**config.mk**
```make
export PLATFORM = sky130hd
export DESIGN_NAME = icpb_top
export DESIGN_NICKNAME = d
export VERILOG_FILES = /design/src/verilog/icpb_pkg.sv /design/src/verilog/icpb_apb_decode.sv /design/src/verilog/icpb_pend_cell.sv /design/src/verilog/icpb_top.sv
export SDC_FILE = /design/constraint.sdc
export NUM_CORES = 1
export LEC_CHECK = 0
export BUFFER_PORTS_ARGS = -buffer_cell sky130_fd_sc_hd__buf_2
export CAP_MARGIN = 40
export CORE_MARGIN = 2
export CORE_UTILIZATION = 45
export CTS_CLUSTER_DIAMETER = 60
export DETAILED_ROUTE_END_ITERATION = 10
export GPL_ROUTABILITY_DRIVEN = 0
export PLACE_DENSITY_LB_ADDON = 0.12
export REMOVE_ABC_BUFFERS = 1
export SLEW_MARGIN = 20
export SYNTH_ARGS = -nofsm -noshare
export SYNTH_HDL_FRONTEND = slang
export SYNTH_SLANG_ARGS = --single-unit
```
**constraint.sdc**
```tcl
create_clock -name clk_sys -period 11.1 [get_ports clk_sys]
set_input_delay 1.11 -clock clk_sys [delete_from_list [all_inputs] [get_ports clk_sys]]
set_output_delay 1.11 -clock clk_sys [all_outputs]
set_load 0.03 [all_outputs]
```
**src/verilog/icpb_pkg.sv**
```systemverilog
package icpb_pkg;

  // geometry
  localparam int unsigned NUM_LINES  = 16;
  localparam int unsigned ADDR_W     = 12;
  localparam int unsigned DATA_W     = 32;

  // register byte offsets
  localparam logic [11:0] OFS_SET_PEND   = 12'h200;
  localparam logic [11:0] OFS_CLR_PEND   = 12'h280;
  localparam logic [11:0] OFS_EVT_STATUS = 12'h400;
  localparam logic [11:0] OFS_EVT_MASK   = 12'h404;
  localparam logic [11:0] OFS_TRIG_MODE  = 12'h408;
  localparam logic [11:0] OFS_SUMMARY    = 12'h40C;
  localparam logic [11:0] OFS_OVERFLOW   = 12'h410;

  // bit positions of the interrupt lines in every line-shaped register
  localparam int unsigned BIT_DMA_LINE         = 15;
  localparam int unsigned BIT_BRIDGE_DRIVER    = 14;
  localparam int unsigned BIT_EXTERNAL_ONE     = 13;
  localparam int unsigned BIT_EXTERNAL_ZERO    = 12;
  localparam int unsigned BIT_ASYNC_SERIAL_TWO = 11;
  localparam int unsigned BIT_ASYNC_SERIAL_ONE = 10;
  localparam int unsigned BIT_SYNC_SERIAL_TWO  = 9;
  localparam int unsigned BIT_SYNC_SERIAL_ONE  = 8;
  localparam int unsigned BIT_CAPCOM_THREE     = 7;
  localparam int unsigned BIT_CAPCOM_ZERO      = 4;
  localparam int unsigned BIT_CONVERTER_ONE    = 3;
  localparam int unsigned BIT_CONVERTER_TWO    = 2;
  localparam int unsigned BIT_GP_TIMER_TWO     = 1;
  localparam int unsigned BIT_GP_TIMER_ONE     = 0;

  // summary register fields
  localparam int unsigned SUM_COUNT_LSB   = 0;
  localparam int unsigned SUM_HIGHEST_LSB = 8;
  localparam int unsigned SUM_ANY_BIT     = 15;

  // values after reset
  localparam logic [15:0] RST_PENDING  = 16'h0000;
  localparam logic [15:0] RST_EVT      = 16'h0000;
  localparam logic [15:0] RST_MASK     = 16'h0000;
  localparam logic [15:0] RST_MODE     = 16'h0000;
  localparam logic [31:0] RST_PRDATA   = 32'h0000_0000;

endpackage

```
**src/verilog/icpb_apb_decode.sv**
```systemverilog
`timescale 1ns/100ps
// address decode for the register window; misaligned words are unmapped
module icpb_apb_decode (
  // bus address
  input  wire logic [11:0] paddr,
  // selects
  output logic             sel_set,
  output logic             sel_clr,
  output logic             sel_evt,
  output logic             sel_mask,
  output logic             sel_mode,
  output logic             sel_sum,
  output logic             sel_ovf,
  output logic             hit
);

  // one-hot selects from a full compare of the byte address
  always_comb begin
    sel_set  = (paddr == icpb_pkg::OFS_SET_PEND);
    sel_clr  = (paddr == icpb_pkg::OFS_CLR_PEND);
    sel_evt  = (paddr == icpb_pkg::OFS_EVT_STATUS);
    sel_mask = (paddr == icpb_pkg::OFS_EVT_MASK);
    sel_mode = (paddr == icpb_pkg::OFS_TRIG_MODE);
    sel_sum  = (paddr == icpb_pkg::OFS_SUMMARY);
    sel_ovf  = (paddr == icpb_pkg::OFS_OVERFLOW);
    hit      = sel_set | sel_clr | sel_evt | sel_mask | sel_mode | sel_sum | sel_ovf;
  end

endmodule

```
**src/verilog/icpb_pend_cell.sv**
```systemverilog
`timescale 1ns/100ps
// one pending flag; any set request beats a clear in the same cycle
module icpb_pend_cell (
  // clock and reset
  input  wire logic clk_sys,
  input  wire logic rst_n,
  // requests
  input  wire logic set_hw,
  input  wire logic set_sw,
  input  wire logic clr_sw,
  // state
  output logic      pending
);

  logic pending_reg;
  logic pending_next;

  // clear only removes the old state, so a set arriving now survives
  always_comb begin
    pending_next = (pending_reg & ~clr_sw) | set_hw | set_sw;
  end

  always_ff @(posedge clk_sys) begin
    if (!rst_n) begin
      pending_reg <= 1'b0;
    end else begin
      pending_reg <= pending_next;
    end
  end

  assign pending = pending_reg;

endmodule

```
**src/verilog/icpb_top.sv**
```systemverilog
`timescale 1ns/100ps
module icpb_top (
  // clock and reset
  input  wire logic        clk_sys,
  input  wire logic        rst_n,
  // apb slave
  input  wire logic        psel,
  input  wire logic        penable,
  input  wire logic        pwrite,
  input  wire logic [11:0] paddr,
  input  wire logic [31:0] pwdata,
  input  wire logic [3:0]  pstrb,
  output logic      [31:0] prdata,
  output logic             pready,
  output logic             pslverr,
  // peripheral interrupt lines, same clock domain
  input  wire logic        dma_line,
  input  wire logic        bridge_driver_line,
  input  wire logic        external_line_one,
  input  wire logic        external_line_zero,
  input  wire logic        async_serial_two_line,
  input  wire logic        async_serial_one_line,
  input  wire logic        sync_serial_two_line,
  input  wire logic        sync_serial_one_line,
  input  wire logic        capcom_request_three_line,
  input  wire logic        capcom_request_two_line,
  input  wire logic        capcom_request_one_line,
  input  wire logic        capcom_request_zero_line,
  input  wire logic        converter_one_line,
  input  wire logic        converter_two_line,
  input  wire logic        gp_timer_two_line,
  input  wire logic        gp_timer_one_line,
  // towards the core
  output logic      [15:0] pending_lines,
  output logic             irq
);

  localparam int unsigned N = icpb_pkg::NUM_LINES;

  // line vector and its edge history
  logic [N-1:0] line_vec;
  logic [N-1:0] line_prev_reg;
  logic [N-1:0] line_prev_next;
  logic [N-1:0] hw_set;

  // pending state
  logic [N-1:0] pending;

  // software write strobes per line
  logic [N-1:0] sw_set;
  logic [N-1:0] sw_clr;
  logic [N-1:0] evt_clr;
  logic [N-1:0] ovf_clr;

  // control and status registers
  logic [N-1:0] evt_status_reg;
  logic [N-1:0] evt_status_next;
  logic [N-1:0] evt_mask_reg;
  logic [N-1:0] evt_mask_next;
  logic [N-1:0] trig_mode_reg;
  logic [N-1:0] trig_mode_next;
  logic [N-1:0] overflow_reg;
  logic [N-1:0] overflow_next;
  logic         irq_reg;
  logic         irq_next;

  // bus side
  logic         sel_set;
  logic         sel_clr;
  logic         sel_evt;
  logic         sel_mask;
  logic         sel_mode;
  logic         sel_sum;
  logic         sel_ovf;
  logic         hit;
  logic         setup_rd;
  logic         acc_wr;
  logic [N-1:0] wr_lanes;
  logic [N-1:0] wr_bits;
  logic [31:0]  rd_mux;
  logic [31:0]  prdata_reg;
  logic [31:0]  prdata_next;
  logic [15:0]  summary;

  // fixed bit placement of every source line
  always_comb begin
    line_vec = '0;
    line_vec[icpb_pkg::BIT_DMA_LINE]         = dma_line;
    line_vec[icpb_pkg::BIT_BRIDGE_DRIVER]    = bridge_driver_line;
    line_vec[icpb_pkg::BIT_EXTERNAL_ONE]     = external_line_one;
    line_vec[icpb_pkg::BIT_EXTERNAL_ZERO]    = external_line_zero;
    line_vec[icpb_pkg::BIT_ASYNC_SERIAL_TWO] = async_serial_two_line;
    line_vec[icpb_pkg::BIT_ASYNC_SERIAL_ONE] = async_serial_one_line;
    line_vec[icpb_pkg::BIT_SYNC_SERIAL_TWO]  = sync_serial_two_line;
    line_vec[icpb_pkg::BIT_SYNC_SERIAL_ONE]  = sync_serial_one_line;
    line_vec[icpb_pkg::BIT_CAPCOM_THREE]     = capcom_request_three_line;
    line_vec[icpb_pkg::BIT_CAPCOM_ZERO + 2]  = capcom_request_two_line;
    line_vec[icpb_pkg::BIT_CAPCOM_ZERO + 1]  = capcom_request_one_line;
    line_vec[icpb_pkg::BIT_CAPCOM_ZERO]      = capcom_request_zero_line;
    line_vec[icpb_pkg::BIT_CONVERTER_ONE]    = converter_one_line;
    line_vec[icpb_pkg::BIT_CONVERTER_TWO]    = converter_two_line;
    line_vec[icpb_pkg::BIT_GP_TIMER_TWO]     = gp_timer_two_line;
    line_vec[icpb_pkg::BIT_GP_TIMER_ONE]     = gp_timer_one_line;
  end

  // address decode
  icpb_apb_decode u_decode (
    .paddr    (paddr),
    .sel_set  (sel_set),
    .sel_clr  (sel_clr),
    .sel_evt  (sel_evt),
    .sel_mask (sel_mask),
    .sel_mode (sel_mode),
    .sel_sum  (sel_sum),
    .sel_ovf  (sel_ovf),
    .hit      (hit)
  );

  // a write lands only at the access edge; strobes gate the two low byte lanes
  always_comb begin
    setup_rd = psel & ~penable & ~pwrite;
    acc_wr   = psel & penable & pwrite & hit;
    wr_lanes = {{8{pstrb[1]}}, {8{pstrb[0]}}};
    wr_bits  = pwdata[N-1:0] & wr_lanes;
  end

  // per-line software strobes; a zero bit never produces a strobe
  always_comb begin
    sw_set  = (acc_wr && sel_set)  ? wr_bits : '0;
    sw_clr  = (acc_wr && sel_clr)  ? wr_bits : '0;
    evt_clr = (acc_wr && sel_evt)  ? wr_bits : '0;
    ovf_clr = (acc_wr && sel_ovf)  ? wr_bits : '0;
  end

  // level lines set while high, edge lines only on a rising edge
  always_comb begin
    line_prev_next = line_vec;
    hw_set         = line_vec & ~(trig_mode_reg & line_prev_reg);
  end

  always_ff @(posedge clk_sys) begin
    if (!rst_n) begin
      line_prev_reg <= '0;
    end else begin
      line_prev_reg <= line_prev_next;
    end
  end

  // one pending flag per line
  generate
    for (genvar i = 0; i < N; i++) begin : g_line
      icpb_pend_cell u_cell (
        .clk_sys (clk_sys),
        .rst_n   (rst_n),
        .set_hw  (hw_set[i]),
        .set_sw  (sw_set[i]),
        .clr_sw  (sw_clr[i]),
        .pending (pending[i])
      );
    end
  endgenerate

  // events: a line newly becoming pending; overflow: a hardware request
  // landing on a line that is already pending, so one request is merged
  always_comb begin
    evt_status_next = (evt_status_reg & ~evt_clr) | ((hw_set | sw_set) & ~pending);
    overflow_next   = (overflow_reg & ~ovf_clr) | (hw_set & pending);
    evt_mask_next   = evt_mask_reg;
    trig_mode_next  = trig_mode_reg;
    if (acc_wr && sel_mask) begin
      evt_mask_next = (evt_mask_reg & ~wr_lanes) | wr_bits;
    end
    if (acc_wr && sel_mode) begin
      trig_mode_next = (trig_mode_reg & ~wr_lanes) | wr_bits;
    end
    // computed from next values so irq tracks status at the same edge
    irq_next = |(evt_status_next & evt_mask_next);
  end

  always_ff @(posedge clk_sys) begin
    if (!rst_n) begin
      evt_status_reg <= icpb_pkg::RST_EVT;
      overflow_reg   <= icpb_pkg::RST_EVT;
      evt_mask_reg   <= icpb_pkg::RST_MASK;
      trig_mode_reg  <= icpb_pkg::RST_MODE;
      irq_reg        <= 1'b0;
    end else begin
      evt_status_reg <= evt_status_next;
      overflow_reg   <= overflow_next;
      evt_mask_reg   <= evt_mask_next;
      trig_mode_reg  <= trig_mode_next;
      irq_reg        <= irq_next;
    end
  end

  // summary: count of pending lines, highest pending index, any flag
  always_comb begin
    logic [4:0] cnt;
    logic [4:0] top;
    cnt = 5'h00;
    top = 5'h00;
    for (int unsigned j = 0; j < N; j++) begin
      if (pending[j]) begin
        cnt = cnt + 5'h01;
        top = 5'(j);
      end
    end
    summary = 16'h0000;
    summary[icpb_pkg::SUM_COUNT_LSB +: 5]   = cnt;
    summary[icpb_pkg::SUM_HIGHEST_LSB +: 5] = top;
    summary[icpb_pkg::SUM_ANY_BIT]          = |pending;
  end

  // read mux; upper half of every register is zero
  always_comb begin
    rd_mux = 32'h0000_0000;
    unique case (1'b1)
      sel_set:  rd_mux[N-1:0] = pending;
      sel_clr:  rd_mux[N-1:0] = pending;
      sel_evt:  rd_mux[N-1:0] = evt_status_reg;
      sel_mask: rd_mux[N-1:0] = evt_mask_reg;
      sel_mode: rd_mux[N-1:0] = trig_mode_reg;
      sel_sum:  rd_mux[N-1:0] = summary;
      sel_ovf:  rd_mux[N-1:0] = overflow_reg;
      default:  rd_mux = 32'h0000_0000;
    endcase
  end

  // read data captured in the setup cycle so prdata comes from a flop;
  // the value shows state as of the setup edge, one cycle before the access
  always_comb begin
    prdata_next = prdata_reg;
    if (setup_rd) begin
      prdata_next = rd_mux;
    end
  end

  always_ff @(posedge clk_sys) begin
    if (!rst_n) begin
      prdata_reg <= icpb_pkg::RST_PRDATA;
    end else begin
      prdata_reg <= prdata_next;
    end
  end

  // zero-wait access; unmapped addresses answer with an error
  always_comb begin
    pready  = 1'b1;
    pslverr = psel & penable & ~hit;
  end

  assign prdata        = prdata_reg;
  assign pending_lines = pending;
  assign irq           = irq_reg;

endmodule
```
==> impl_metrics.tcl, run 1 <==
set metrics [dict create \
    fin_hold_ws_ps 482 \
    synth_seq_cells 113 \
    die_w_um 129 \
    num-nets-final 955 \
    synth_area_um2 7010 \
    synthCells 828 \
    cp_data_arrival_time_ps 9990 \
    mostFrequentLayoutCells "dfxtp_1, nand2_1, buf_2" \
    vdd_ir_drop_max_v 0.000104 \
    track_usage_pct 25.6 \
    synth_top_family_by_area "compound AO/OA/AOI/OAI gates" \
    min_period_ps 9680 \
    use_met1_pct 32.4 \
    holdCritStartpoint "overflow_reg[2]$_SDFF_PN0_" \
    hpwl_um 14500 \
    end_kind "flop" \
    path_max_fanout 8 \
    cts_setup_buffers 0 \
    fmax_ghz 0.103 \
    holdBufCountCts 0 \
    critPathMaxStageDelay_ps 550 \
    firstDrtPassIters 7 \
    reg2reg_from "g_line[1].u_cell.pending$_SDFF_PN0_" \
    rr_endpoint "prdata[3]$_SDFFE_PN0P_" \
    cts_made_buffers 17 \
    synth_seq_area_share_pct 32.3 \
    grt_antenna_before_repair 0 \
    maxCapViolCount 0 \
    viasPerCell 5.98 \
    clock-sinks 113 \
    cp.required_ps 11410 \
    cellLeakagePower_nw 3.41 \
    post_synth_and_or_nand_nor_area_fraction_pct 18.2 \
    drt_iter0_markers 564 \
    layout-drive-gt1-share_pct 17.7 \
    rsz0062_at_grt "no" \
    finalCritPeriodShare_pct 87.2 \
    grt_pass1_wl_um 32700 \
    hold_path_class "reg -> reg" \
    yosysUniqueCellTypes 67 \
    core_um2 15200 \
    clock_skew_ps 8.39 \
    clk_pin_slew_ps 50 \
    drt-total-wl_um 20800 \
    fin_setup_tns_ps 0 \
    setup_viol 0 \
    p_per_area_nw_per_um2 190 \
    syn2layout_area_growth_pct 14.1 \
    grt_pass1_vias 6216 \
    synth-edff-count 0 \
    grtUsageMet2_pct 43.6 \
    start_util_pct 46.1 \
    avgSynthCellArea_um2 8.47 \
    diodes 0 \
    cp_slowest_cell "dfxtp_1" \
    drc 0 \
    final_common_cell "dfxtp_1" \
    slew_headroom_pct 47.1 \
    status "complete, no violations" \
    startpoint_type "flop" \
    maxSlewViolCount 0 \
    rows 45 \
    io_buffers 84 \
    antenna_left 0 \
    tightest_slew_ps 791 \
    ctsResizeCount 0 \
    die_h_um 129 \
    crit_type "reg -> reg" \
    io_pins 120 \
    design.die.area_um2 16600 \
    yosysWarnings 0 \
    synth-async-reset-ratio_pct 0 \
    cts_tree "done" \
    synthMuxAreaShare_pct 5.53 \
    total_power_mw 1.52 \
    holdPathEnd "overflow_reg[2]$_SDFF_PN0_" \
    finalHoldViolations 0 \
    grt-ovfl-total 0 \
    hold_depth 2 \
    cts_max_level 4 \
    synth_xor_area_share_pct 8.38 \
    grt_max_degree 87 \
    reg2reg_depth 47 \
    ys.flop_type "dfxtp_1" \
    grt_busiest_layer "met2" \
    clkLatencyLatePin_ps 420 \
    cts.path.max_buffers 2 \
    met3_usage_pct 3.95 \
    synth_compound_area_share_pct 25.6 \
    wl_per_cell_um 19.4 \
    via_count 6412 \
    worst-r2r-setup-slack_ps 1420 \
    synth_fa_ha_area_share_pct 2.50 \
    cpMostUsedCell "ha_1" \
    cts_root_buffer "clkbuf_16" \
]
[final cells by class]
cell class                 count  area, um^2
inverter                      15        56.3
clock buffer                  20         437
sequential                   113        2260
timing repair buffer          95         538
clock inverter                12         165
tap                          188         235
multi-input combinational    630        4310
fill                        1432        7200
[worst max path at each step]
| stage | startpoint | to | slack [ps] |
|---|---|---|---|
| floorplan | g_line[0].u_cell.pending$_SDFF_PN0_ | prdata[4]$_SDFFE_PN0P_ | 2390 |
| global placement | g_line[1].u_cell.pending$_SDFF_PN0_ | prdata[3]$_SDFFE_PN0P_ | 1810 |
| detailed placement | g_line[1].u_cell.pending$_SDFF_PN0_ | prdata[3]$_SDFFE_PN0P_ | 1480 |
| CTS | g_line[1].u_cell.pending$_SDFF_PN0_ | prdata[3]$_SDFFE_PN0P_ | 1440 |
| global route | g_line[1].u_cell.pending$_SDFF_PN0_ | prdata[4]$_SDFFE_PN0P_ | 610 |
| finish | g_line[1].u_cell.pending$_SDFF_PN0_ | prdata[3]$_SDFFE_PN0P_ | 1420 |
[report_power, final]
part | switching (mW) | internal [mW]
clock | 0.187 | 0.372
combinational | 0.309 | 0.205
sequential | 0.0238 | 0.424
total | 0.520 | 1.00
[worst max-delay path, delay by kind of cell (launching register included)]
kind                       cells  cell delay (ps)
xor gates and xnor gates       6             1640
and+or+nand+nor               12             1540
DFF                            1              550
muxes                          1              380
buffers and inverters          5              390
AOI/OAI and AO/OA             12             1840
adders and majority gates     11             3280
[synthesized netlist by cell type (5+ instances only)]
master | n | area share [%]
dfxtp_1 | 113 | 32
nand2_1 | 84 | 4.5
o21ai_0 | 75 | 5.4
nor2b_1 | 47 | 4.2
clkbuf_1 | 43 | 2.3
a21boi_0 | 33 | 3.5
buf_4 | 33 | 3.5
mux2i_1 | 32 | 4.6
nor2_1 | 30 | 1.6
o21a_1 | 29 | 3.1
and2_1 | 27 | 2.4
xnor2_1 | 23 | 2.9
a21oi_1 | 22 | 1.6
a31oi_1 | 21 | 1.9
inv_1 | 15 | 0.80
nand3_1 | 15 | 1.1
ha_1 | 14 | 2.5
o31ai_1 | 12 | 1.3
xor2_1 | 12 | 1.5
a222oi_1 | 11 | 1.6
nand4_1 | 9 | 0.80
o211a_1 | 8 | 1.1
o22ai_1 | 8 | 0.71
a221o_1 | 7 | 1.0
buf_2 | 7 | 0.50
mux2_2 | 6 | 0.96
a221oi_1 | 5 | 0.62
a22oi_1 | 5 | 0.54
nor3_1 | 5 | 0.36
xor2_2 | 5 | 1.2
[cells by family after synthesis]
family	after synthesis
multiplexers	38
flip-flops	113
AND/OR/NAND/NOR	248
buffers and inverters	100
XOR/XNOR	49
adder cells (fa/ha/maj)	14
other	2
AO/OA/AOI/OAI	264
[per-layer routing]
layer | wire, um | vias to the layer above
met3 | 1530 | 43
li1 | - | 3020
met2 | 10000 | 275
met4 | 540 | 0
met5 | 0 | -
met1 | 8780 | 3074
[stage by stage]
step	util [%]	setup slack, ps	std cells	cell area (um^2)
detailed placement	48.7	1480	1041	7400
finish	52.6	1420	1073	8000
CTS	52.6	1440	1073	8000
global placement	48.2	1810	1037	7330
global route	52.6	609	1073	8000
floorplan	-	2390	758	6610
No activity file was read; power rests on OpenSTA's default activity.
==> run 2: changes to the inputs <==
CTS_BUF_LIST = sky130_fd_sc_hd__clkbuf_4 sky130_fd_sc_hd__clkbuf_8   (was default)
==> run 2 against run 1 <==
  * Count of clock-buffer cells in the layout stayed put
  * Setup slack better by 43 ps
  * Combinational power barely moved
  * Wire length shrank 0.84%
  * Largest cell class unchanged
  * Register-to-register slack better by 40 ps
  * Non-clock buffer count unchanged
==> impl_metrics.tcl, run 2 (same netlist as run 1, synthesis figures left out) <==
set metrics [dict create \
    status "complete, no violations" \
    start_util_pct 46.1 \
    rows 45 \
    ctsResizeCount 0 \
    drt_iter0_markers 486 \
    die_h_um 129 \
    drt-total-wl_um 20700 \
    clkLatencyLatePin_ps 430 \
    finalCritPeriodShare_pct 86.8 \
    viasPerCell 5.90 \
    clock-sinks 113 \
    cts_setup_buffers 0 \
    cp_slowest_cell "dfxtp_1" \
    mostFrequentLayoutCells "dfxtp_1, nand2_1, buf_2" \
    fmax_ghz 0.104 \
    cp.required_ps 11420 \
    syn2layout_area_growth_pct 11.5 \
    setup_viol 0 \
    diodes 0 \
    via_count 6334 \
    maxCapViolCount 0 \
    antenna_left 0 \
    cts_max_level 4 \
    grt_pass1_vias 6204 \
    finalHoldViolations 0 \
    final_common_cell "dfxtp_1" \
    wl_per_cell_um 19.3 \
    clock_skew_ps 12.9 \
    cellLeakagePower_nw 3.34 \
    layout-drive-gt1-share_pct 18.1 \
    vdd_ir_drop_max_v 0.0000824 \
    crit_type "reg -> reg" \
    p_per_area_nw_per_um2 176 \
    cts.path.max_buffers 2 \
    die_w_um 129 \
    min_period_ps 9640 \
    holdBufCountCts 0 \
    grt-ovfl-total 0 \
    cp_data_arrival_time_ps 9960 \
    cpMostUsedCell "ha_1" \
    cts_root_buffer "clkbuf_8" \
    grt_pass1_wl_um 32600 \
    grt_antenna_before_repair 0 \
    maxSlewViolCount 0 \
    core_um2 15200 \
    design.die.area_um2 16600 \
    rsz0062_at_grt "no" \
    track_usage_pct 25.4 \
    slew_headroom_pct 46.7 \
    total_power_mw 1.38 \
    finalNonFillerCells 1073 \
    cts_tree "done" \
    hpwl_um 14500 \
    critPathMaxStageDelay_ps 550 \
    grt_max_degree 87 \
    drc 0 \
    place_inst 1041 \
    clk_pin_slew_ps 70 \
    path_max_fanout 8 \
    firstDrtPassIters 5 \
    hold_path_class "reg -> reg" \
    startpoint_type "flop" \
    tightest_slew_ps 797 \
    end_kind "flop" \
    num-nets-final 955 \
    io_pins 120 \
    fin_setup_tns_ps 0 \
    io_buffers 84 \
    cts_made_buffers 17 \
]
run 2: cell counts in the layout (fill, tap and decap cells not counted):
Identical to the previous run, type by type.
run 2: routing by layer:
layer | part of all wire [%] | track usage, % | up-vias | routed length [um]
met1 | 41 | 32.4 | 3013 | 8530
met2 | 48 | 43.4 | 278 | 10000
met5 | 0 | 0 | - | 0
li1 | - | - | 3011 | -
met4 | 2.0 | 9.59 | 0 | 403
met3 | 8.3 | 3.74 | 32 | 1710
run 2: layout make-up:
type	instances	area (um^2)
clock buffer	20	256
clock inverter	12	165
fill	1449	7380
inverter	15	56.3
multi-input combinational	630	4310
sequential	113	2260
tap	188	235
timing repair buffer	95	538
run 2: power by group:
group / switching (mW) / internal [mW]
clock network: 0.166 / 0.249
logic: 0.309 / 0.204
registers: 0.0235 / 0.423
total: 0.498 / 0.877
run 2: path summary, 6_finish.rpt:
check                                 startpoint                     end  slack [ps]  cells past startpoint
max reg2reg  g_line[1].u_cell.pending$_SDFF_PN0_  prdata[3]$_SDFFE_PN0P_        1460                     47
max          g_line[1].u_cell.pending$_SDFF_PN0_  prdata[3]$_SDFFE_PN0P_        1460                     47
min reg2reg                                 flop  prdata[9]$_SDFFE_PN0P_         480                      2
min                                         flop  prdata[9]$_SDFFE_PN0P_         480                      2
run 2: worst max-delay path, delay by kind of cell, from the launching register on:
kind                     cells  cell delay (ps)
AO/OA/AOI/OAI               12             1830
buffers and inverters        5              390
multiplexers                 1              380
adder cells (fa/ha/maj)     11             3260
flip-flops                   1              550
AND/OR/NAND/NOR             12             1510
XOR/XNOR                     6             1620
run 2: metrics by stage:
step / area [um^2] / util, % / setup slack, ps / hold slack, ps
finish: 7820 / 51.4 / 1460 / 481
global route: 7820 / 51.4 / 611 / 515
CTS: 7820 / 51.4 / 1440 / 483
detailed placement: 7400 / 48.7 / 1480 / 473
global placement: 7330 / 48.2 / 1810 / 470
floorplan: 6610 / - / 2390 / 449
